**src/inc/gpx_pkg.sv**
```systemverilog
// Shared constants, types and state codes for the 16-bit port expander.
// Assumes a single system clock; every user writes gpx_pkg::name.
package gpx_pkg;

  // Register indices selected by the low three pointer bits
  localparam logic [2:0] GPX_PIN_LEVEL_LO = 3'h0;
  localparam logic [2:0] GPX_PIN_LEVEL_HI = 3'h1;
  localparam logic [2:0] GPX_DRIVE_LEVEL_LO = 3'h2;
  localparam logic [2:0] GPX_DRIVE_LEVEL_HI = 3'h3;
  localparam logic [2:0] GPX_INVERT_SENSE_LO = 3'h4;
  localparam logic [2:0] GPX_INVERT_SENSE_HI = 3'h5;
  localparam logic [2:0] GPX_PIN_DIRECTION_LO = 3'h6;
  localparam logic [2:0] GPX_PIN_DIRECTION_HI = 3'h7;

  // Values after power-on reset
  localparam logic [7:0] GPX_DRIVE_RST = 8'hFF;
  localparam logic [7:0] GPX_INVERT_RST = 8'h00;
  localparam logic [7:0] GPX_DIRECTION_RST = 8'hFF;
  localparam logic [2:0] GPX_PTR_RST = 3'h0;

  // Bits in one bus byte, and the fixed upper slave address bits
  localparam logic [3:0] GPX_BYTE_CNT = 4'h8;
  localparam logic [3:0] GPX_ADDR_PREFIX = 4'h4;

  // Bit position of the pair selector inside the pointer
  localparam int GPX_PAIR_BIT = 0;

  // One register pair: high port and low port
  typedef struct packed {
    logic [7:0] hi;
    logic [7:0] lo;
  } gpx_port_type;

  // Register write request from the bus engine
  typedef struct packed {
    logic we;
    logic [2:0] addr;
    logic [7:0] data;
  } gpx_wreq_type;

  // Bus engine states, Gray coded along the usual path
  typedef enum logic [3:0] {
    GPX_S_IDLE = 4'h0,
    GPX_S_ADDR = 4'h1,
    GPX_S_ADDR_ACK = 4'h3,
    GPX_S_CMD = 4'h2,
    GPX_S_CMD_ACK = 4'h6,
    GPX_S_WDATA = 4'h7,
    GPX_S_WDATA_ACK = 4'h5,
    GPX_S_RDATA = 4'h4,
    GPX_S_RDATA_ACK = 4'hC
  } gpx_state_type;

endpackage : gpx_pkg

```
**src/core/gpx_expander.sv**
```systemverilog
// Top of the 16-bit port expander: two-wire bus slave, pointer, pin levels.
// Assumes bus clock and data arrive as plain pins sampled by clk_sys_i.
`timescale 1ns/1ps
`default_nettype none
module gpx_expander (
  input wire logic clk_sys_i,
  input wire logic nrst_i,
  input wire logic scl_i,
  input wire logic sda_i,
  output logic sda_o,
  output logic sda_oe_o,
  input wire logic slave_select_pin_0_i,
  input wire logic slave_select_pin_1_i,
  input wire logic slave_select_pin_2_i,
  input wire logic [7:0] low_port_pin_i,
  output logic [7:0] low_port_pin_o,
  output logic [7:0] low_port_pin_oe_o,
  input wire logic [7:0] high_port_pin_i,
  output logic [7:0] high_port_pin_o,
  output logic [7:0] high_port_pin_oe_o
);

  logic rst_n;
  logic scl_s;
  logic sda_s;
  logic [2:0] sel_s;
  gpx_pkg::gpx_port_type pin_s;
  logic scl_d;
  logic sda_d;
  gpx_pkg::gpx_state_type state_r;
  logic [3:0] cnt_r;
  logic [7:0] shift_r;
  logic [7:0] tx_r;
  logic rw_r;
  logic nack_r;
  logic [2:0] ptr_r;
  gpx_pkg::gpx_wreq_type wreq_r;
  gpx_pkg::gpx_port_type level_r;
  gpx_pkg::gpx_port_type drive_w;
  gpx_pkg::gpx_port_type invert_w;
  gpx_pkg::gpx_port_type dir_w;
  logic [7:0] bank_rd_w;
  logic [7:0] rd_byte;
  logic scl_rise;
  logic scl_fall;
  logic start_det;
  logic stop_det;
  logic byte_full;
  logic addr_hit;
  logic rx_state;

  // Reset release through two flops
  gpx_sync #(.W(1), .RST_VAL(1'b0)) u_rst_sync (
    .clk_i(clk_sys_i),
    .rst_n_i(nrst_i),
    .d_i(1'b1),
    .q_o(rst_n)
  );

  // All pin inputs pass two flops; bus lines idle high
  gpx_sync #(.W(21), .RST_VAL(21'h180000)) u_pin_sync (
    .clk_i(clk_sys_i),
    .rst_n_i(rst_n),
    .d_i({scl_i, sda_i, slave_select_pin_2_i, slave_select_pin_1_i,
          slave_select_pin_0_i, high_port_pin_i, low_port_pin_i}),
    .q_o({scl_s, sda_s, sel_s, pin_s})
  );

  // Stored registers and their registered read port
  gpx_reg_bank u_bank (
    .clk_i(clk_sys_i),
    .rst_n_i(rst_n),
    .wreq_i(wreq_r),
    .rd_addr_i(ptr_r),
    .rd_data_o(bank_rd_w),
    .drive_o(drive_w),
    .invert_o(invert_w),
    .dir_o(dir_w)
  );

  // Previous bus line values for edge and condition detection
  always_ff @(posedge clk_sys_i or negedge rst_n) begin
    if (!rst_n) begin
      scl_d <= 1'b1;
      sda_d <= 1'b1;
    end else begin
      scl_d <= scl_s;
      sda_d <= sda_s;
    end
  end

  // Bus events and byte decode
  always_comb begin
    scl_rise = scl_s && !scl_d;
    scl_fall = !scl_s && scl_d;
    start_det = scl_s && scl_d && sda_d && !sda_s;
    stop_det = scl_s && scl_d && !sda_d && sda_s;
    byte_full = (cnt_r == gpx_pkg::GPX_BYTE_CNT);
    addr_hit = (shift_r[7:1] == {gpx_pkg::GPX_ADDR_PREFIX, sel_s});
    rx_state = (state_r == gpx_pkg::GPX_S_ADDR) || (state_r == gpx_pkg::GPX_S_CMD) ||
               (state_r == gpx_pkg::GPX_S_WDATA);
  end

  // Byte to send: pin-level pair from here, the rest from the bank
  // read source select
  always_comb begin
    if (ptr_r[2:1] == gpx_pkg::GPX_PIN_LEVEL_LO[2:1]) begin
      rd_byte = ptr_r[gpx_pkg::GPX_PAIR_BIT] ? level_r.hi : level_r.lo;
    end else begin
      rd_byte = bank_rd_w;
    end
  end

  // Sampled pin levels with optional inversion
  // follow pins every cycle
  always_ff @(posedge clk_sys_i or negedge rst_n) begin
    if (!rst_n) begin
      level_r <= '0;
    end else begin
      level_r <= pin_s ^ invert_w;
    end
  end

  // Bus engine state
  always_ff @(posedge clk_sys_i or negedge rst_n) begin
    if (!rst_n) begin
      state_r <= gpx_pkg::GPX_S_IDLE;
    end else if (start_det) begin
      state_r <= gpx_pkg::GPX_S_ADDR;
    end else if (stop_det) begin
      state_r <= gpx_pkg::GPX_S_IDLE;
    end else if (scl_fall) begin
      case (state_r)
        gpx_pkg::GPX_S_ADDR: begin
          if (byte_full) begin
            state_r <= addr_hit ? gpx_pkg::GPX_S_ADDR_ACK : gpx_pkg::GPX_S_IDLE;
          end
        end
        gpx_pkg::GPX_S_ADDR_ACK: begin
          state_r <= rw_r ? gpx_pkg::GPX_S_RDATA : gpx_pkg::GPX_S_CMD;
        end
        gpx_pkg::GPX_S_CMD: begin
          if (byte_full) begin
            state_r <= gpx_pkg::GPX_S_CMD_ACK;
          end
        end
        gpx_pkg::GPX_S_CMD_ACK: begin
          state_r <= gpx_pkg::GPX_S_WDATA;
        end
        gpx_pkg::GPX_S_WDATA: begin
          if (byte_full) begin
            state_r <= gpx_pkg::GPX_S_WDATA_ACK;
          end
        end
        gpx_pkg::GPX_S_WDATA_ACK: begin
          state_r <= gpx_pkg::GPX_S_WDATA;
        end
        gpx_pkg::GPX_S_RDATA: begin
          if (byte_full) begin
            state_r <= gpx_pkg::GPX_S_RDATA_ACK;
          end
        end
        gpx_pkg::GPX_S_RDATA_ACK: begin
          state_r <= nack_r ? gpx_pkg::GPX_S_IDLE : gpx_pkg::GPX_S_RDATA;
        end
        default: begin
          state_r <= gpx_pkg::GPX_S_IDLE;
        end
      endcase
    end
  end

  // Bit counter, receive shifter and direction bit
  always_ff @(posedge clk_sys_i or negedge rst_n) begin
    if (!rst_n) begin
      cnt_r <= 4'h0;
      shift_r <= 8'h00;
      rw_r <= 1'b0;
    end else if (start_det) begin
      cnt_r <= 4'h0;
    end else if (rx_state && scl_rise && !byte_full) begin
      shift_r <= {shift_r[6:0], sda_s};
      cnt_r <= cnt_r + 4'h1;
    end else if (scl_fall) begin
      if (state_r == gpx_pkg::GPX_S_ADDR && byte_full) begin
        rw_r <= shift_r[0];
      end else if (state_r == gpx_pkg::GPX_S_ADDR_ACK) begin
        cnt_r <= rw_r ? 4'h1 : 4'h0;
      end else if (state_r == gpx_pkg::GPX_S_CMD_ACK ||
                   state_r == gpx_pkg::GPX_S_WDATA_ACK) begin
        cnt_r <= 4'h0;
      end else if (state_r == gpx_pkg::GPX_S_RDATA && !byte_full) begin
        cnt_r <= cnt_r + 4'h1;
      end else if (state_r == gpx_pkg::GPX_S_RDATA_ACK) begin
        cnt_r <= 4'h1;
      end
    end
  end

  // Data line drive: acknowledge low, or read bits, open-drain style
  always_ff @(posedge clk_sys_i or negedge rst_n) begin
    if (!rst_n) begin
      sda_oe_o <= 1'b0;
      tx_r <= 8'h00;
    end else if (start_det || stop_det) begin
      sda_oe_o <= 1'b0;
    end else if (scl_fall) begin
      case (state_r)
        gpx_pkg::GPX_S_ADDR: begin
          if (byte_full) begin
            sda_oe_o <= addr_hit;
          end
        end
        gpx_pkg::GPX_S_CMD, gpx_pkg::GPX_S_WDATA: begin
          if (byte_full) begin
            sda_oe_o <= 1'b1;
          end
        end
        gpx_pkg::GPX_S_ADDR_ACK: begin
          sda_oe_o <= rw_r && !rd_byte[7];
          tx_r <= {rd_byte[6:0], 1'b0};
        end
        gpx_pkg::GPX_S_RDATA: begin
          sda_oe_o <= !byte_full && !tx_r[7];
          tx_r <= {tx_r[6:0], 1'b0};
        end
        gpx_pkg::GPX_S_RDATA_ACK: begin
          sda_oe_o <= !nack_r && !rd_byte[7];
          tx_r <= {rd_byte[6:0], 1'b0};
        end
        default: begin
          sda_oe_o <= 1'b0;
        end
      endcase
    end
  end

  // Data line level is always low when enabled
  always_ff @(posedge clk_sys_i or negedge rst_n) begin
    if (!rst_n) begin
      sda_o <= 1'b0;
    end else begin
      sda_o <= 1'b0;
    end
  end

  // Register pointer and master acknowledge capture
  always_ff @(posedge clk_sys_i or negedge rst_n) begin
    if (!rst_n) begin
      ptr_r <= gpx_pkg::GPX_PTR_RST;
      nack_r <= 1'b0;
    end else if (scl_fall && byte_full && state_r == gpx_pkg::GPX_S_CMD) begin
      ptr_r <= shift_r[2:0];
    end else if (scl_fall && byte_full && state_r == gpx_pkg::GPX_S_WDATA) begin
      ptr_r[gpx_pkg::GPX_PAIR_BIT] <= !ptr_r[gpx_pkg::GPX_PAIR_BIT];
    end else if (scl_rise && state_r == gpx_pkg::GPX_S_RDATA_ACK) begin
      ptr_r[gpx_pkg::GPX_PAIR_BIT] <= !ptr_r[gpx_pkg::GPX_PAIR_BIT];
      nack_r <= sda_s;
    end
  end

  // Write request after a full data byte
  // pin-level pair never written
  always_ff @(posedge clk_sys_i or negedge rst_n) begin
    if (!rst_n) begin
      wreq_r <= '0;
    end else begin
      wreq_r.we <= scl_fall && byte_full && state_r == gpx_pkg::GPX_S_WDATA &&
                   (ptr_r[2:1] != gpx_pkg::GPX_PIN_LEVEL_LO[2:1]);
      wreq_r.addr <= ptr_r;
      wreq_r.data <= shift_r;
    end
  end

  // Port pin drivers
  // enable from direction
  always_ff @(posedge clk_sys_i or negedge rst_n) begin
    if (!rst_n) begin
      low_port_pin_o <= gpx_pkg::GPX_DRIVE_RST;
      high_port_pin_o <= gpx_pkg::GPX_DRIVE_RST;
      low_port_pin_oe_o <= 8'h00;
      high_port_pin_oe_o <= 8'h00;
    end else begin
      low_port_pin_o <= drive_w.lo;
      high_port_pin_o <= drive_w.hi;
      low_port_pin_oe_o <= ~dir_w.lo;
      high_port_pin_oe_o <= ~dir_w.hi;
    end
  end

  property p_oe_dir;
    @(posedge clk_sys_i) disable iff (!rst_n)
    ##1 ({high_port_pin_oe_o, low_port_pin_oe_o} == ~$past(dir_w)) &&
        ({high_port_pin_o, low_port_pin_o} == $past(drive_w));
  endproperty
  a_oe_dir: assert property (p_oe_dir) else $error("pin drive mismatch");

  property p_ro_write;
    @(posedge clk_sys_i) disable iff (!rst_n)
    wreq_r.we |-> (wreq_r.addr[2:1] != 2'b00);
  endproperty
  a_ro_write: assert property (p_ro_write) else $error("write to pin-level register");

  property p_level_invert;
    @(posedge clk_sys_i) disable iff (!rst_n)
    ##1 (level_r == ($past(pin_s) ^ $past(invert_w)));
  endproperty
  a_level_invert: assert property (p_level_invert) else $error("pin level wrong");

  property p_cmd_ptr;
    @(posedge clk_sys_i) disable iff (!rst_n)
    (scl_fall && byte_full && state_r == gpx_pkg::GPX_S_CMD && !start_det && !stop_det)
      |=> (ptr_r == $past(shift_r[2:0])) && (state_r == gpx_pkg::GPX_S_CMD_ACK) && sda_oe_o;
  endproperty
  a_cmd_ptr: assert property (p_cmd_ptr) else $error("pointer not loaded");

  property p_wr_alt;
    @(posedge clk_sys_i) disable iff (!rst_n)
    (scl_fall && byte_full && state_r == gpx_pkg::GPX_S_WDATA && !start_det && !stop_det)
      |=> (ptr_r[0] != $past(ptr_r[0])) && (ptr_r[2:1] == $past(ptr_r[2:1]));
  endproperty
  a_wr_alt: assert property (p_wr_alt) else $error("write pointer not toggled");

  property p_rd_alt;
    @(posedge clk_sys_i) disable iff (!rst_n)
    (scl_rise && state_r == gpx_pkg::GPX_S_RDATA_ACK && !start_det && !stop_det)
      |=> (ptr_r[0] != $past(ptr_r[0])) && (nack_r == $past(sda_s));
  endproperty
  a_rd_alt: assert property (p_rd_alt) else $error("read pointer not toggled");

  property p_addr_ack;
    @(posedge clk_sys_i) disable iff (!rst_n)
    (scl_fall && byte_full && state_r == gpx_pkg::GPX_S_ADDR && !start_det && !stop_det)
      |=> (sda_oe_o == (state_r == gpx_pkg::GPX_S_ADDR_ACK)) &&
          (sda_oe_o == ($past(shift_r[7:1]) == {4'h4, $past(sel_s)}));
  endproperty
  a_addr_ack: assert property (p_addr_ack) else $error("address acknowledge wrong");

  property p_write_lands;
    @(posedge clk_sys_i) disable iff (!rst_n)
    (wreq_r.we && wreq_r.addr == 3'h3) |=> (drive_w.hi == $past(wreq_r.data)) ##1
      (high_port_pin_o == $past(drive_w.hi));
  endproperty
  a_write_lands: assert property (p_write_lands) else $error("drive write not seen");

endmodule : gpx_expander
`default_nettype wire

```
**src/core/gpx_reg_bank.sv**
```systemverilog
// Drive-level, invert-sense and pin-direction register pairs.
// Assumes writes never target the pin-level pair; read data is registered.
`timescale 1ns/1ps
`default_nettype none
module gpx_reg_bank (
  input wire logic clk_i,
  input wire logic rst_n_i,
  input wire gpx_pkg::gpx_wreq_type wreq_i,
  input wire logic [2:0] rd_addr_i,
  output logic [7:0] rd_data_o,
  output gpx_pkg::gpx_port_type drive_o,
  output gpx_pkg::gpx_port_type invert_o,
  output gpx_pkg::gpx_port_type dir_o
);

  // Register writes, decoded by pointer value
  // power-on values
  always_ff @(posedge clk_i or negedge rst_n_i) begin
    if (!rst_n_i) begin
      drive_o <= {gpx_pkg::GPX_DRIVE_RST, gpx_pkg::GPX_DRIVE_RST};
      invert_o <= {gpx_pkg::GPX_INVERT_RST, gpx_pkg::GPX_INVERT_RST};
      dir_o <= {gpx_pkg::GPX_DIRECTION_RST, gpx_pkg::GPX_DIRECTION_RST};
    end else if (wreq_i.we) begin
      if (wreq_i.addr == gpx_pkg::GPX_DRIVE_LEVEL_LO) begin
        drive_o.lo <= wreq_i.data;
      end else if (wreq_i.addr == gpx_pkg::GPX_DRIVE_LEVEL_HI) begin
        drive_o.hi <= wreq_i.data;
      end else if (wreq_i.addr == gpx_pkg::GPX_INVERT_SENSE_LO) begin
        invert_o.lo <= wreq_i.data;
      end else if (wreq_i.addr == gpx_pkg::GPX_INVERT_SENSE_HI) begin
        invert_o.hi <= wreq_i.data;
      end else if (wreq_i.addr == gpx_pkg::GPX_PIN_DIRECTION_LO) begin
        dir_o.lo <= wreq_i.data;
      end else if (wreq_i.addr == gpx_pkg::GPX_PIN_DIRECTION_HI) begin
        dir_o.hi <= wreq_i.data;
      end
    end
  end

  // Registered read port; pin-level pair is served by the caller
  // stored value read back
  always_ff @(posedge clk_i or negedge rst_n_i) begin
    if (!rst_n_i) begin
      rd_data_o <= 8'h00;
    end else if (rd_addr_i == gpx_pkg::GPX_DRIVE_LEVEL_LO) begin
      rd_data_o <= drive_o.lo;
    end else if (rd_addr_i == gpx_pkg::GPX_DRIVE_LEVEL_HI) begin
      rd_data_o <= drive_o.hi;
    end else if (rd_addr_i == gpx_pkg::GPX_INVERT_SENSE_LO) begin
      rd_data_o <= invert_o.lo;
    end else if (rd_addr_i == gpx_pkg::GPX_INVERT_SENSE_HI) begin
      rd_data_o <= invert_o.hi;
    end else if (rd_addr_i == gpx_pkg::GPX_PIN_DIRECTION_LO) begin
      rd_data_o <= dir_o.lo;
    end else if (rd_addr_i == gpx_pkg::GPX_PIN_DIRECTION_HI) begin
      rd_data_o <= dir_o.hi;
    end else begin
      rd_data_o <= 8'h00;
    end
  end

  property p_drive_readback;
    @(posedge clk_i) disable iff (!rst_n_i)
    (rd_addr_i == gpx_pkg::GPX_DRIVE_LEVEL_HI) |=> (rd_data_o == $past(drive_o.hi));
  endproperty
  a_drive_readback: assert property (p_drive_readback) else $error("drive readback wrong");

  property p_rst_values;
    @(posedge clk_i)
    $rose(rst_n_i) |-> (drive_o == 16'hFFFF && dir_o == 16'hFFFF && invert_o == 16'h0000);
  endproperty
  a_rst_values: assert property (p_rst_values) else $error("reset values wrong");

endmodule : gpx_reg_bank
`default_nettype wire

```
**src/core/gpx_sync.sv**
```systemverilog
// Two-flop synchroniser for a group of levels from outside the clock domain.
// Assumes the reset given is asynchronous and active low.
`timescale 1ns/1ps
`default_nettype none
module gpx_sync #(
  parameter int W = 1,
  parameter logic [W-1:0] RST_VAL = '0
) (
  input wire logic clk_i,
  input wire logic rst_n_i,
  input wire logic [W-1:0] d_i,
  output logic [W-1:0] q_o
);

  logic [W-1:0] meta_r;

  // First stage feeds only the second stage
  always_ff @(posedge clk_i or negedge rst_n_i) begin
    if (!rst_n_i) begin
      meta_r <= RST_VAL;
      q_o <= RST_VAL;
    end else begin
      meta_r <= d_i;
      q_o <= meta_r;
    end
  end

endmodule : gpx_sync
`default_nettype wire

```
**config.mk**
```make
export PLATFORM = sky130hd
export DESIGN_NAME = gpx_expander
export DESIGN_NICKNAME = d
export VERILOG_FILES = /design/src/inc/gpx_pkg.sv /design/src/core/gpx_expander.sv /design/src/core/gpx_reg_bank.sv /design/src/core/gpx_sync.sv
export SDC_FILE = /design/constraint.sdc
export NUM_CORES = 1
export LEC_CHECK = 0
export BUFFER_PORTS_ARGS = -buffer_cell sky130_fd_sc_hd__buf_2
export CAP_MARGIN = 20
export CELL_PAD_IN_SITES_DETAIL_PLACEMENT = 0
export CELL_PAD_IN_SITES_GLOBAL_PLACEMENT = 1
export CORE_MARGIN = 8
export CORE_UTILIZATION = 40
export CTS_CLUSTER_DIAMETER = 50
export CTS_CLUSTER_SIZE = 40
export DETAILED_ROUTE_END_ITERATION = 7
export GPL_TIMING_DRIVEN = 1
export PLACE_DENSITY = 0.69
export SYNTH_ARGS = -nofsm -noshare
export SYNTH_HDL_FRONTEND = slang
export SYNTH_HIERARCHICAL = 1
export SYNTH_SLANG_ARGS = --single-unit
```
**constraint.sdc**
```tcl
create_clock -name clk_sys_i -period 16.5 [get_ports clk_sys_i]
set_input_delay 0 -clock clk_sys_i [delete_from_list [all_inputs] [get_ports clk_sys_i]]
set_output_delay 0 -clock clk_sys_i [all_outputs]
set_load 0.01 [all_outputs]
```
# Word level (Yosys, flattened, before mapping)
# Cells that the tools add are included.
[op_classes]
addsub = 1
eq_ne = 29
muxes = 37
bitwise = 13
reduce_logical = 56
[op_table]
columns = ["cell", "count"]
rows = [
  ["$mux 8", 8],
  ["$mux 4", 15],
  ["$pmux 4 s7", 1],
  ["$eq 3x3->1 const B", 8],
  ["$logic_and 1x1->1", 19],
  ["$eq 4x3->1 const B", 4],
  ["$ne 4x4->1 const B", 4],
  ["$not 8->8", 2],
  ["$pmux 8 s2", 1],
  ["$xor 16x16->16", 1],
  ["$reduce_and 3->1", 5],
  ["$eq 3x2->1 const B", 4],
  ["$not 1->1", 10],
  ["$reduce_and 5->1", 2],
  ["$logic_not 1->1", 9],
  ["$reduce_bool 3->1", 3],
  ["$eq 4x2->1 const B", 2],
  ["$eq 4x4->1 const B", 2],
  ["$mux 1", 8],
  ["$reduce_and 4->1", 2],
  ["$eq 7x6->1", 1],
  ["$reduce_and 7->1", 1],
  ["$mux 3", 2],
  ["$ne 3x3->1 const B", 2],
  ["12 further kinds", 20],
]
[word_totals]
reg_bits = 192
elab_cells = 167

# Longest topological paths before layout
# Gate-level depths: netlist of the first run.
[depth]
word_depth = 10
depth_mapped = 8
depth_no_buf = 7

# By module
# Netlist of the first run, hierarchy kept.
[modules_own_cells]
columns = ["mod", "instances", "cells_each", "area_per_inst_um2"]
rows = [
  ["gpx_expander", 1, 299, 3837.4],
  ["gpx_reg_bank", 1, 172, 2642.5],
  ["gpx_sync at u_pin_sync", 1, 42, 1056.0],
  ["gpx_sync at u_rst_sync", 1, 2, 50.0],
]

# Least setup slack after synthesis of the first run
# OpenSTA, ideal clock, no wires.
[synth_path]
path_type = "reg2reg"
from = "register cnt_r[0]"
to = "register cnt_r[2]"
setup_ns = 0.080
t_arrival_ns = 1.688
required_time_ns = 16.420
slack_ns = 14.732
stages_incl_launch_ff = 8
n_path_buf = 0
period_less_slack_ns = 1.768
cell_sequence = "dfrtp_1 inv_1 ha_1 and3b_2 nor2_2 nand3_1 or3b_2 o211ai_2"
[synth_between]
elab_chain_len = 10
word_cells_on_any_way = 17
cone_classes = "add/sub (1); eq/ne (2); mux (7); reduce/logical (7)"
[synth_lines]
columns = ["element", "line", "source"]
rows = [
  ["start, declared", "gpx_expander.sv:31", "logic [3:0] cnt_r;"],
  ["start signal, assigned", "gpx_expander.sv:183", "cnt_r <= cnt_r + 4'h1;"],
  ["start signal, assigned", "gpx_expander.sv:188", "cnt_r <= rw_r ? 4'h1 : 4'h0;"],
  ["start signal, assigned", "gpx_expander.sv:193", "cnt_r <= cnt_r + 4'h1;"],
  ["branches (longest 10 deep; another with $add 4x1->4)", "-", ""],
]
# Several ways; the timed one is not identified. The select of a mux whose other input is x is not followed.
# A chain may end at the register's enable or synchronous reset.

# Final worst setup path of the first run
[layout_path]
from = "register state_r[0]"
to = "register cnt_r[3]"
[layout_between]
elab_chain_len = 9
word_cells_on_any_way = 26
cone_classes = "eq/ne (9); mux (7); reduce/logical (10)"
[layout_lines]
columns = ["element", "line", "source"]
rows = [
  ["start, declared", "gpx_expander.sv:30", "gpx_pkg::gpx_state_type state_r;"],
  ["start signal, assigned", "gpx_expander.sv:127", "state_r <= gpx_pkg::GPX_S_IDLE;"],
  ["start signal, assigned", "gpx_expander.sv:129", "state_r <= gpx_pkg::GPX_S_ADDR;"],
  ["start signal, assigned", "gpx_expander.sv:131", "state_r <= gpx_pkg::GPX_S_IDLE;"],
  ["$eq 4x3->1", "gpx_expander.sv:192", "end else if (state_r == gpx_pkg::GPX_S_RDATA && !byte_full) begin"],
  ["$logic_and 1x1->1", "gpx_expander.sv:192", ""],
  ["$mux 4", "gpx_expander.sv:192", ""],
  ["$mux 4", "gpx_expander.sv:189", "end else if (state_r == gpx_pkg::GPX_S_CMD_ACK ||"],
  ["$mux 4", "gpx_expander.sv:187", "end else if (state_r == gpx_pkg::GPX_S_ADDR_ACK) begin"],
  ["$mux 4", "gpx_expander.sv:185", "if (state_r == gpx_pkg::GPX_S_ADDR && byte_full) begin"],
  ["$mux 4", "gpx_expander.sv:184", "end else if (scl_fall) begin"],
  ["$mux 4", "gpx_expander.sv:181", "end else if (rx_state && scl_rise && !byte_full) begin"],
  ["$mux 4", "gpx_expander.sv:179", "end else if (start_det) begin"],
]
# Parallel ways exist; a longest one is shown, timed or not. The select of a mux whose other input is x is not followed.

==> results of run 1 <==
[cell type report]
cell class                 instances  area, um^2
clock inverter                    11         183
inverter                          19        71.3
sequential                       191        4850
fill                            1642        9770
timing repair buffer              83         567
multi-input combinational        283        2470
tap                              234         293
clock buffer                      21         440
[layer usage]
metal / wire length, um / vias to the layer above / track usage, %
met5: 0 / - / 0
met4: 204 / 0 / 5.55
met3: 408 / 15 / 2.41
met2: 7350 / 75 / 22.1
met1: 6940 / 2181 / 16.9
li1: - / 1954 / -
[kinds of logic (layout without fill, tap and decap cells)]
kind of cell,count (synthesis),count (layout)
other cells,2,2
xor+xnor,25,25
mux,94,94
simple gates,98,98
fa+ha+maj,2,2
compound gates,62,62
flops,191,191
buf+inv,41,134
[metrics by stage]
stage                     setup slack (ns)  total power, mW
after floorplan                      10.88            0.596
after global placement               13.98            0.622
after detailed placement             13.87            0.625
after CTS                            13.86             1.06
after global routing                 14.05             1.09
final                                14.34             1.05
[sequential cells by signal, indices dropped and copies added (netlist names), 3 cells and up]
register and flops:
u_pin_sync/meta_r 21, u_pin_sync/q_o 21, level_r 16, u_bank/dir_o 16, u_bank/drive_o 16, u_bank/invert_o 16, wreq_r 12, high_port_pin_o 8
high_port_pin_oe_o 8, low_port_pin_o 8, low_port_pin_oe_o 8, shift_r 8, u_bank/rd_data_o 8, tx_r 7, cnt_r 4, state_r 4
ptr_r 3
[worst min path at each step]
stage | startpoint | endpoint | slack [ns] | cells after the start
after floorplan | nrst_i | u_rst_sync/meta_r$_DFF_PN0_ | -0.30 | 0
after global routing | high_port_pin_i[7] | u_pin_sync/meta_r[15]$_DFF_PN0_ | 0.21 | 2
after detailed placement | nrst_i | u_rst_sync/meta_r$_DFF_PN0_ | -0.21 | 1
final | low_port_pin_i[3] | u_pin_sync/meta_r[3]$_DFF_PN0_ | 0.21 | 2
after CTS | low_port_pin_i[3] | u_pin_sync/meta_r[3]$_DFF_PN0_ | 0.19 | 2
after global placement | nrst_i | u_rst_sync/meta_r$_DFF_PN0_ | -0.21 | 1
[critical path, stage by stage (launching register included)]
cell and delay, ns:
dfrtp_1 0.72, or3b_1 0.42, o21ai_2 0.11, nand3_4 0.25, nand3_1 0.21, mux2_1 0.34
[synth_stat cells, types with 6 or more instances]
cell	count
dfrtp_1	137
dfstp_2	54
mux2_2	41
mux2i_1	33
nand2_1	30
nor2_1	20
inv_1	18
xor2_1	18
mux2_4	16
buf_6	11
a21oi_1	10
o21ai_1	9
a221o_1	8
o21ai_0	7
nand3_1	6
xnor2_1	6
[power by group through the flow]
stage	clock, mW	sequential, mW	combinational [mW]
3_3_place_gp	0	0.550	0.0715
2_1_floorplan	0	0.537	0.0594
6_report	0.427	0.543	0.0771
4_1_cts	0.440	0.544	0.0773
5_1_grt	0.459	0.549	0.0867
3_5_place_dp	0	0.552	0.0729
[repair_timing]
action                                  CTS  global route
endpoints found under the setup margin    0             0
hold buffers                             23             0
endpoints found under the hold margin    23             0
==> impl_results.md, run 1 <==
- Clock slew at reported path FFs: around 0.07 ns
- Clock H-tree levels: 4
- Lkg Pwr: a little under 4 nW
- Clock sink total: approximately 190
- Slew at the pin closest to its max-slew limit: 0.957 ns
- Final ANT Viol Nets: 0
- Register share of total power: 51.9%
- CP max FO: 15
- Slew HR: a little over a third
- Ports: 57
- Global router's overall resource usage: 13.3%
- Gr ovfl total: 0
- Crit path DAT: approximately 2.5 ns
- R2r worst-path depth: 5
- Largest net degree at the start of global routing: 91
- Most common cell after layout, fill and taps aside: dfrtp_1
- GPL Wtd Cong: roughly 0.81
- Setup violators final: 0
- Worst ir drop on vdd: 0.0000739 V
- Worst hold margin: 0.208 ns
- Drt via density: between 5 and 6
- Cells after Synth: 515
- Placed Area: around 8000 um^2
- F_max: between 0.4 and 0.5 GHz
- Setup repair bufs after CTS: 0
- Final number of hold-violating endpoints: 0
- Synth top area share: between 40% and 50%
- Clock Latency Late Sink: ~0.43 ns
- Setup total negative slack: 0 ns
- Post-route DRC: 0
- Seq/Total Area, Yosys: between 60% and 70%
- Post-Synth XOR/XNOR Area: about 3%
- Net switching power: around 250 uW
- Sw Ratio: 23.9%
- Most used flip-flop cell after synthesis: dfrtp_1
- Worst-case clock buffer depth: 2
- DIE AREA: between 20000 and 25000 um^2
- Synth top area cells: dfrtp_1, dfstp_2, mux2_2, mux2i_1, mux2_4
- Final Critical Period: roughly 2.2 ns
- Fin area: 8870 um^2
- Post-Syn Area per Cell: ~15 um^2
- Largest family of logic cells by synthesized area: multiplexers
- Register-to-register setup slack: about 14 ns
- Drt pass-1 iters: 5
- Share of layout cells above drive strength 1: a little under two fifths
- Max_cap viols: 0
- Power Density: roughly 120 nW/um^2
- Number of global-route vias before repair: around 4500
- Synth Register Bits: 191
- Fin Clk Skew: 0.00829 ns
- Initial antenna violation count: 0
- Yosys top cell by area: dfrtp_1
- Crit path launch: state_r[0]$_DFFE_PN0P_
- Synth Area in Compound Gates: 6.12%
- Commonest non-fill, non-tap cells in the layout: dfrtp_1, buf_2, dfstp_2
- RSZ-0062 raised after global routing: no
- Die Y-Extent: between 150 and 200 um
- CTS tree: yes
- Synth warnings: 6
- Reg-to-Reg End: cnt_r[3]$_DFFE_PN0P_
- Synth Area in Simple Gates: between 8 and 9%
- # nets final: 620
- Synth Cell Area: 7590 um^2
- WS Path Type: flop to flop
- Post-synth ARST share: 100%
- Worst r2r src: state_r[0]$_DFFE_PN0P_
- Clock power frac: between 40 and 50%
- Hold Crit Class: input port to flop
- Internal power: 797 uW
- Final Max Tran Viols: 0
- Critical Path RT: 16.81 ns
- Final Cycle Share: between 10% and 20%
- Cell count after placement: ~800
- Clock root cell: clkbuf_16
- Port Buf Inserts: 55
- Library cells used by synthesis: between 70 and 80
- Mapped Nets: between 500 and 600
- Via Count: between 4000 and 5000
- DRT iter0 DRCs: 251
- Row cnt: 50
- Crit end category: flop
- Post-synthesis mux area share: between 10% and 20%
- EDFF count, synth: 0
- Die Span X: ~150 um
- Core Util, Final: 47.6%
- Critical path startpoint category: flop
- First-pass GRT wire length: between 20000 and 25000 um
- Effective utilization at floorplan: roughly 40%
- Floorplan core area: roughly 19000 um^2
- WL final: about 15000 um
- Non-Filler Instances: 842
- Total CTS buffers: 17
- Adder-Cell Fraction of Synth Area: 0.330%
- Outcome: finished clean
- Critical Path End: cnt_r[3]$_DFFE_PN0P_
- Gate power share: roughly 7.4%
- Number of gates resized after CTS: 0
- Diode count: 0
- Post-DP HPWL: around 10000 um
- Layout area overhead: 17.0%
- Avg WL per Cell: between 15 and 20 um
(Power assumes the default switching activity.)
==> run 2: changes to the inputs <==
ABC_AREA = 1   (was unset)
PLACE_DENSITY = 0.73   (was 0.69)
clock period = 2 ns   (was 16.5 ns; I/O delays follow)
==> impl_results.md, run 2 <==
- Synth warnings: 6 (unchanged)
- Share of layout cells above drive strength 1: 22.3% (-16 points)
- Global router's overall resource usage: 14.9% (+1.6 points)
- Diode count: 0 (unchanged)
- Commonest non-fill, non-tap cells in the layout: nand2_1, dfrtp_1, inv_1, o21ai_0, buf_2
- Initial antenna violation count: 0 (unchanged)
- Post-DP HPWL: 11000 um (+9.6%)
- Clock slew at reported path FFs: 0.07 ns (about the same)
- Count leader, synth: nand2_1
- Avg WL per Cell: 15.3 um (-13%)
- Max_cap viols: 0 (unchanged)
- Final Max Tran Viols: 0 (unchanged)
- Biggest regs: u_pin_sync/meta_r x21, u_pin_sync/q_o x21
- Final ANT Viol Nets: 0 (unchanged)
- Drt pass-1 iters: 5 (unchanged)
- Post-synth ARST share: 100% (unchanged)
- Hold Crit Class: input port to flop
- Die Y-Extent: 150 um (-2.2%)
- Post-Syn Area per Cell: 10.5 um^2 (-29%)
- F_max: 0.561 GHz (+21%)
- Worst-case clock buffer depth: 2 (unchanged)
- Power Density: 892 nW/um^2 (+660%)
- GPL Wtd Cong: 0.886 (+9.7%)
- Final number of hold-violating endpoints: 0 (unchanged)
- Final Cycle Share: 89.1% (+76 points)
- Floorplan core area: 17800 um^2 (-4.3%)
- WL final: 15700 um (+5.1%)
- Most used flip-flop cell after synthesis: dfrtp_1
- Clock H-tree levels: 4 (unchanged)
- Die Span X: 150 um (-2.2%)
- Tot Pwr: 7.66 mW (+630%)
- Core Util, Final: 48.2% (+0.55 points)
- Synth Cell Area: 7210 um^2 (-4.9%)
- Number of global-route vias before repair: 5044 (+11%)
- Worst ir drop on vdd: 0.000608 V (+720%)
- Effective utilization at floorplan: 40.4% (-0.25 points)
- Via Count: 4923 (+17%)
- Library cells used by synthesis: 32 (-58%)
- Row cnt: 49 (-2.0%)
- Seq/Total Area, Yosys: 67.2% (+3.3 points)
- Number of gates resized after CTS: 0 (unchanged)
- CTS tree: yes
- Critical Path RT: 2.33 ns (-14.48 ns)
- Post-route DRC: 0 (unchanged)
- Cells after Synth: 687 (+33%)
- DIE AREA: 22600 um^2 (-4.4%)
- Clock root cell: clkbuf_16
- Slew at the pin closest to its max-slew limit: 0.617 ns (-0.339 ns)
- Critical path startpoint category: flop
- EDFF count, synth: 0 (unchanged)
- Synth top area cells: dfrtp_1, dfstp_2, nand2_1, o21ai_0, inv_1
- Total CTS buffers: 17 (unchanged)
- Outcome: finished clean
- Port Buf Inserts: 55 (unchanged)
- Most common cell after layout, fill and taps aside: nand2_1
- Largest net degree at the start of global routing: 69 (-24%)
- Slew HR: 58.6% (+22 points)
- Crit end category: flop
- CP max FO: 6 (-9)
- Crit path DAT: 2.11 ns (-0.36 ns)
- Gr ovfl total: 0 (unchanged)
- First-pass GRT wire length: 25900 um (+4.9%)
- DRT iter0 DRCs: 271 (+8.0%)
- Layout area overhead: 19.1%
- Drt via density: 4.82 (-3.9%)
- Lkg Pwr: 3.90 nW (-0.61%)
- Synth Register Bits: 191 (unchanged)
- Clock Latency Late Sink: 0.43 ns (about the same)
- Clock sink total: 191 (unchanged)
- Ports: 57 (unchanged)
- List of most frequent post-synthesis cells: nand2_1, dfrtp_1, inv_1, o21ai_0, dfstp_2
- # nets final: 804 (+30%)
- Synth top area share: 47.5% (+2.3 points)
- Final Critical Period: 1.78 ns (-0.381 ns)
- Setup violators final: 0 (unchanged)
- Yosys top cell by area: dfrtp_1
- Fin Clk Skew: 0.0115 ns (+0.00318 ns)
- WS Path Type: flop to flop
- Setup total negative slack: 0 ns (unchanged)
- Mapped Nets: 712 (+32%)
- RSZ-0062 raised after global routing: no
- Setup repair bufs after CTS: 0 (unchanged)
## run 2: changes by cell type after synthesis, moves of 6 or more
cell	before	now
nand2_1	30	181
o21ai_0	7	71
inv_1	18	71
mux2_2	41	0
mux2i_1	33	0
nor2_1	20	39
nand3_1	6	24
nand4_1	2	20
mux2_4	16	0
a221o_1	8	0
o21ai_1	9	2
o211ai_1	1	7
## run 2: metrics by stage
| step | instance area, um^2 | setup slack, ns | std cells | hold WS, ns |
|---|---|---|---|---|
| after global placement | 7770 | 0.336 | 966 | -0.214 |
| after CTS | 8590 | 0.224 | 1021 | 0.175 |
| after detailed placement | 7770 | 0.241 | 966 | -0.213 |
| final | 8590 | 0.217 | 1021 | 0.193 |
| after global routing | 8590 | 0.0737 | 1021 | 0.187 |
| after floorplan | 7220 | 0.0737 | 687 | -0.296 |
## run 2: cells by family after synthesis
| group | share of synthesized area [%] |
|---|---|
| xor gates and xnor gates | 2.19 |
| adders and majority gates | 0.347 |
| DFF | 67.2 |
| and+or+nand+nor | 16.8 |
| other | 0.104 |
| AOI/OAI and AO/OA | 7.91 |
| buffers and inverters | 5.48 |
## run 2: critical path, cell delays in order, from the launching register on
cell	delay (ns)
dfrtp_1	0.45
inv_1	0.10
ha_1	0.14
nand2_1	0.06
nor2_2	0.18
nand2_1	0.15
inv_1	0.10
nor2_1	0.06
a21oi_2	0.19
inv_1	0.11
nand2_1	0.07
nand2_1	0.06
## run 2: where the power goes
part / switching [mW] / leakage, nW / total, mW / internal, mW
registers: 0.0732 / 2.25 / 4.05 / 3.98
logic: 0.200 / 1.35 / 0.307 / 0.107
clock network: 1.44 / 0.295 / 3.30 / 1.86
## run 2: routing by layer
metal / up-vias / part of all wire [%] / routed length, um / global-route usage, %
met3: 28 / 4.3 / 676 / 3.31
li1: 2371 / - / - / -
met5: - / 0 / 0 / 0
met2: 120 / 48 / 7480 / 23.8
met4: 0 / 1.9 / 303 / 5.85
met1: 2404 / 46 / 7200 / 19.5
## run 2: layout make-up
class	count	area (um^2)
repair buffers	87	611
well taps	229	287
clock inverters	9	63.8
flip-flops and latches	191	4850
inverters	76	285
fillers	1620	9250
multi-input cells	406	1970
clock buffers	23	522
## run 2: final timing paths
check / depth (start not counted) / slack [ns] / end / start
worst max-delay path: 11 / 0.22 / state_r[1]$_DFFE_PN0P_ / cnt_r[0]$_DFFE_PN0P_
worst max register to register: 11 / 0.22 / state_r[1]$_DFFE_PN0P_ / cnt_r[0]$_DFFE_PN0P_
min in group asynchronous: 0 / 0.27 / shift_r[6]$_DFFE_PN0P_ / u_rst_sync/q_o$_DFF_PN0_
max in group asynchronous: 1 / 0.98 / u_bank/dir_o[3]$_DFFE_PN1P_ / u_rst_sync/q_o$_DFF_PN0_
worst min register to register: 0 / 0.27 / shift_r[6]$_DFFE_PN0P_ / u_rst_sync/q_o$_DFF_PN0_
worst min-delay path: 2 / 0.19 / u_pin_sync/meta_r[20]$_DFF_PN1_ / scl_i
## run 2: timing repair
item | in CTS | in global routing
setup endpoints to repair | 0 | 0
hold buffers | 23 | 0
hold endpoints to repair | 23 | 0
==> run 3: changes to the inputs <==
ABC_AREA = unset   (was 1)
BUFFER_PORTS_ARGS = -buffer_cell sky130_fd_sc_hd__clkbuf_2   (was -buffer_cell sky130_fd_sc_hd__buf_2)
PLACE_DENSITY = 0.69   (was 0.73)
==> impl_results.md, run 3 (synthesis results as in run 1) <==
- Outcome: finished clean
- Final ANT Viol Nets: 0 (unchanged)
- Setup repair bufs after CTS: 0 (unchanged)
- Clock H-tree levels: 4 (unchanged)
- Ports: 57 (unchanged)
- Slew HR: 65.9% (+7.3 points)
- Post-route DRC: 0 (unchanged)
- Placed Area: 8140 um^2 (+4.7%)
- Crit end category: flop
- Biggest regs: u_pin_sync/meta_r x21, u_pin_sync/q_o x21
- Commonest non-fill, non-tap cells in the layout: dfrtp_1, clkbuf_2, dfstp_2
- Final number of hold-violating endpoints: 0 (unchanged)
- Power Density: 929 nW/um^2 (+4.2%)
- Clock slew at reported path FFs: 0.07 ns (about the same)
- Critical path startpoint category: flop
- Diode count: 0 (unchanged)
- Final Critical Period: 1.94 ns (+0.154 ns)
- Core Util, Final: 47.9% (-0.26 points)
- Max_cap viols: 0 (unchanged)
- Most common cell after layout, fill and taps aside: dfrtp_1
- Fin Clk Skew: 0.00899 ns (-0.00248 ns)
- Gate power share: 8.4% (+4.4 points)
- Lkg Pwr: 3.97 nW (+1.9%)
- Setup slack after placement: 0.0203 ns (-0.221 ns)
- Crit path DAT: 2.29 ns (+0.18 ns)
- Drt pass-1 iters: 4 (-1)
- Slew at the pin closest to its max-slew limit: 0.512 ns (-0.106 ns)
- CTS tree: yes
- DRT iter0 DRCs: 302 (+11%)
- Avg WL per Cell: 17.6 um (+15%)
- Worst hold margin: 0.206 ns (+0.0127 ns)
- Effective utilization at floorplan: 40.7% (+0.25 points)
- Final Cycle Share: 96.8% (+7.7 points)
- Tot Pwr: 8.29 mW (+8.3%)
- Register share of total power: 53.8% (+0.9 points)
- F_max: 0.517 GHz (-7.9%)
- Drt via density: 4.99 (+3.6%)
- First-pass GRT wire length: 24600 um (-5.1%)
- Clock Latency Late Sink: 0.43 ns (about the same)
- Setup violators final: 0 (unchanged)
- DIE AREA: 23600 um^2 (+4.6%)
- Clock sink total: 191 (unchanged)
- Largest net degree at the start of global routing: 84 (+22%)
- Register-to-register setup slack: 0.06 ns (-0.15 ns)
- Final Max Tran Viols: 0 (unchanged)
- Gr ovfl total: 0 (unchanged)
- Worst r2r src: cnt_r[0]$_DFFE_PN0P_
- Post-DP HPWL: 10300 um (-6.8%)
- Total CTS buffers: 17 (unchanged)
- RSZ-0062 raised after global routing: yes
- Layout area overhead: 17.7%
- Via Count: 4275 (-13%)
- GPL Wtd Cong: 0.790 (-11%)
- Clock power frac: 37.8% (-5.3 points)
- Cell count after placement: 801 (-17%)
- Number of global-route vias before repair: 4603 (-8.7%)
- Worst ir drop on vdd: 0.000656 V (+7.9%)
- Share of layout cells above drive strength 1: 40.2% (+18 points)
- WL final: 15100 um (-3.7%)
- Floorplan core area: 18600 um^2 (+4.5%)
- Setup total negative slack: 0 ns (unchanged)
- Worst-case clock buffer depth: 2 (unchanged)
- CP max FO: 5 (-1)
- Net switching power: 2.14 mW (+25%)
- Final WS setup: 0.0639 ns (-0.154 ns)
- Crit path launch: cnt_r[0]$_DFFE_PN0P_
- Final-layout fill cell count: 1643 (+1.4%)
- Hold Crit Class: flop to asynchronous set/reset pin
- # nets final: 634 (-21%)
- Global router's overall resource usage: 13.3% (-1.6 points)
- Sw Ratio: 25.8% (+3.4 points)
- Fin area: 8930 um^2 (+3.9%)
- Port Buf Inserts: 55 (unchanged)
- Reg-to-Reg End: cnt_r[2]$_DFFE_PN0P_
- Die Span X: 154 um (+2.3%)
- Clock root cell: clkbuf_16
- Internal power: 6.16 mW (+3.5%)
- Non-Filler Instances: 856 (-16%)
- R2r worst-path depth: 7 (-4)
- Die Y-Extent: 154 um (+2.3%)
- WS Path Type: flop to flop
- Critical Path RT: 2.35 ns (+0.02 ns)
- Row cnt: 50 (+2.0%)
- Initial antenna violation count: 0 (unchanged)
==> run 3: cell types whose count changed in the layout (fill, tap and decap cells not counted), sizes merged, moves of 45 or more <==
cell and delta:
buf -45, clkbuf +54, inv -59, mux2 +61, nand2 -156, o21ai -58
==> run 3: per-layer routing <==
| layer | up-vias | part of all wire [%] | track usage [%] |
|---|---|---|---|
| li1 | 1980 | - | - |
| met1 | 2197 | 45 | 16.2 |
| met2 | 74 | 50 | 22.3 |
| met3 | 24 | 2.9 | 2.83 |
| met4 | 0 | 2.2 | 6.11 |
| met5 | - | 0 | 0 |
==> run 3: final cells by class <==
class / instances / area (um^2) / area share, %
sequential: 191 / 4850 / 54.3
multi-input combinational: 283 / 2480 / 27.8
timing repair buffer: 97 / 686 / 7.68
clock buffer: 22 / 464 / 5.20
tap: 234 / 293 / 3.28
clock inverter: 10 / 82.6 / 0.925
inverter: 19 / 71.3 / 0.799
==> run 3: worst max path at each step <==
stage                           end  slack (ns)
4_1_cts        cnt_r[2]$_DFFE_PN0P_        0.01
3_5_place_dp   cnt_r[2]$_DFFE_PN0P_        0.02
3_3_place_gp   cnt_r[2]$_DFFE_PN0P_        0.14
5_1_grt        cnt_r[2]$_DFFE_PN0P_      -0.002
2_1_floorplan  cnt_r[0]$_DFFE_PN0P_        0.07
6_report       cnt_r[2]$_DFFE_PN0P_        0.06
==> run 3: what timing repair did <==
item	in CTS	in global routing
setup endpoints to repair	0	10
endpoints found under the hold margin	23	0
gates resized for setup	0	3
hold buffers	23	0
==> run 3: power by group through the flow <==
stage               Clock (mW)  Sequential, mW  Combinational [mW]
finish                    3.14            4.46               0.695
global route              3.37            4.50               0.760
CTS                       3.22            4.47               0.704
detailed placement           0            4.54               0.666
global placement             0            4.53               0.645
floorplan                    0            4.43               0.490
==> run 3: worst max-delay path, cell delays in order, from the launching register on <==
cell,delay (ns)
dfrtp_1,0.42
inv_1,0.10
ha_1,0.23
and3b_2,0.26
nor2_4,0.16
nand3_1,0.13
or3b_2,0.49
o211ai_2,0.08
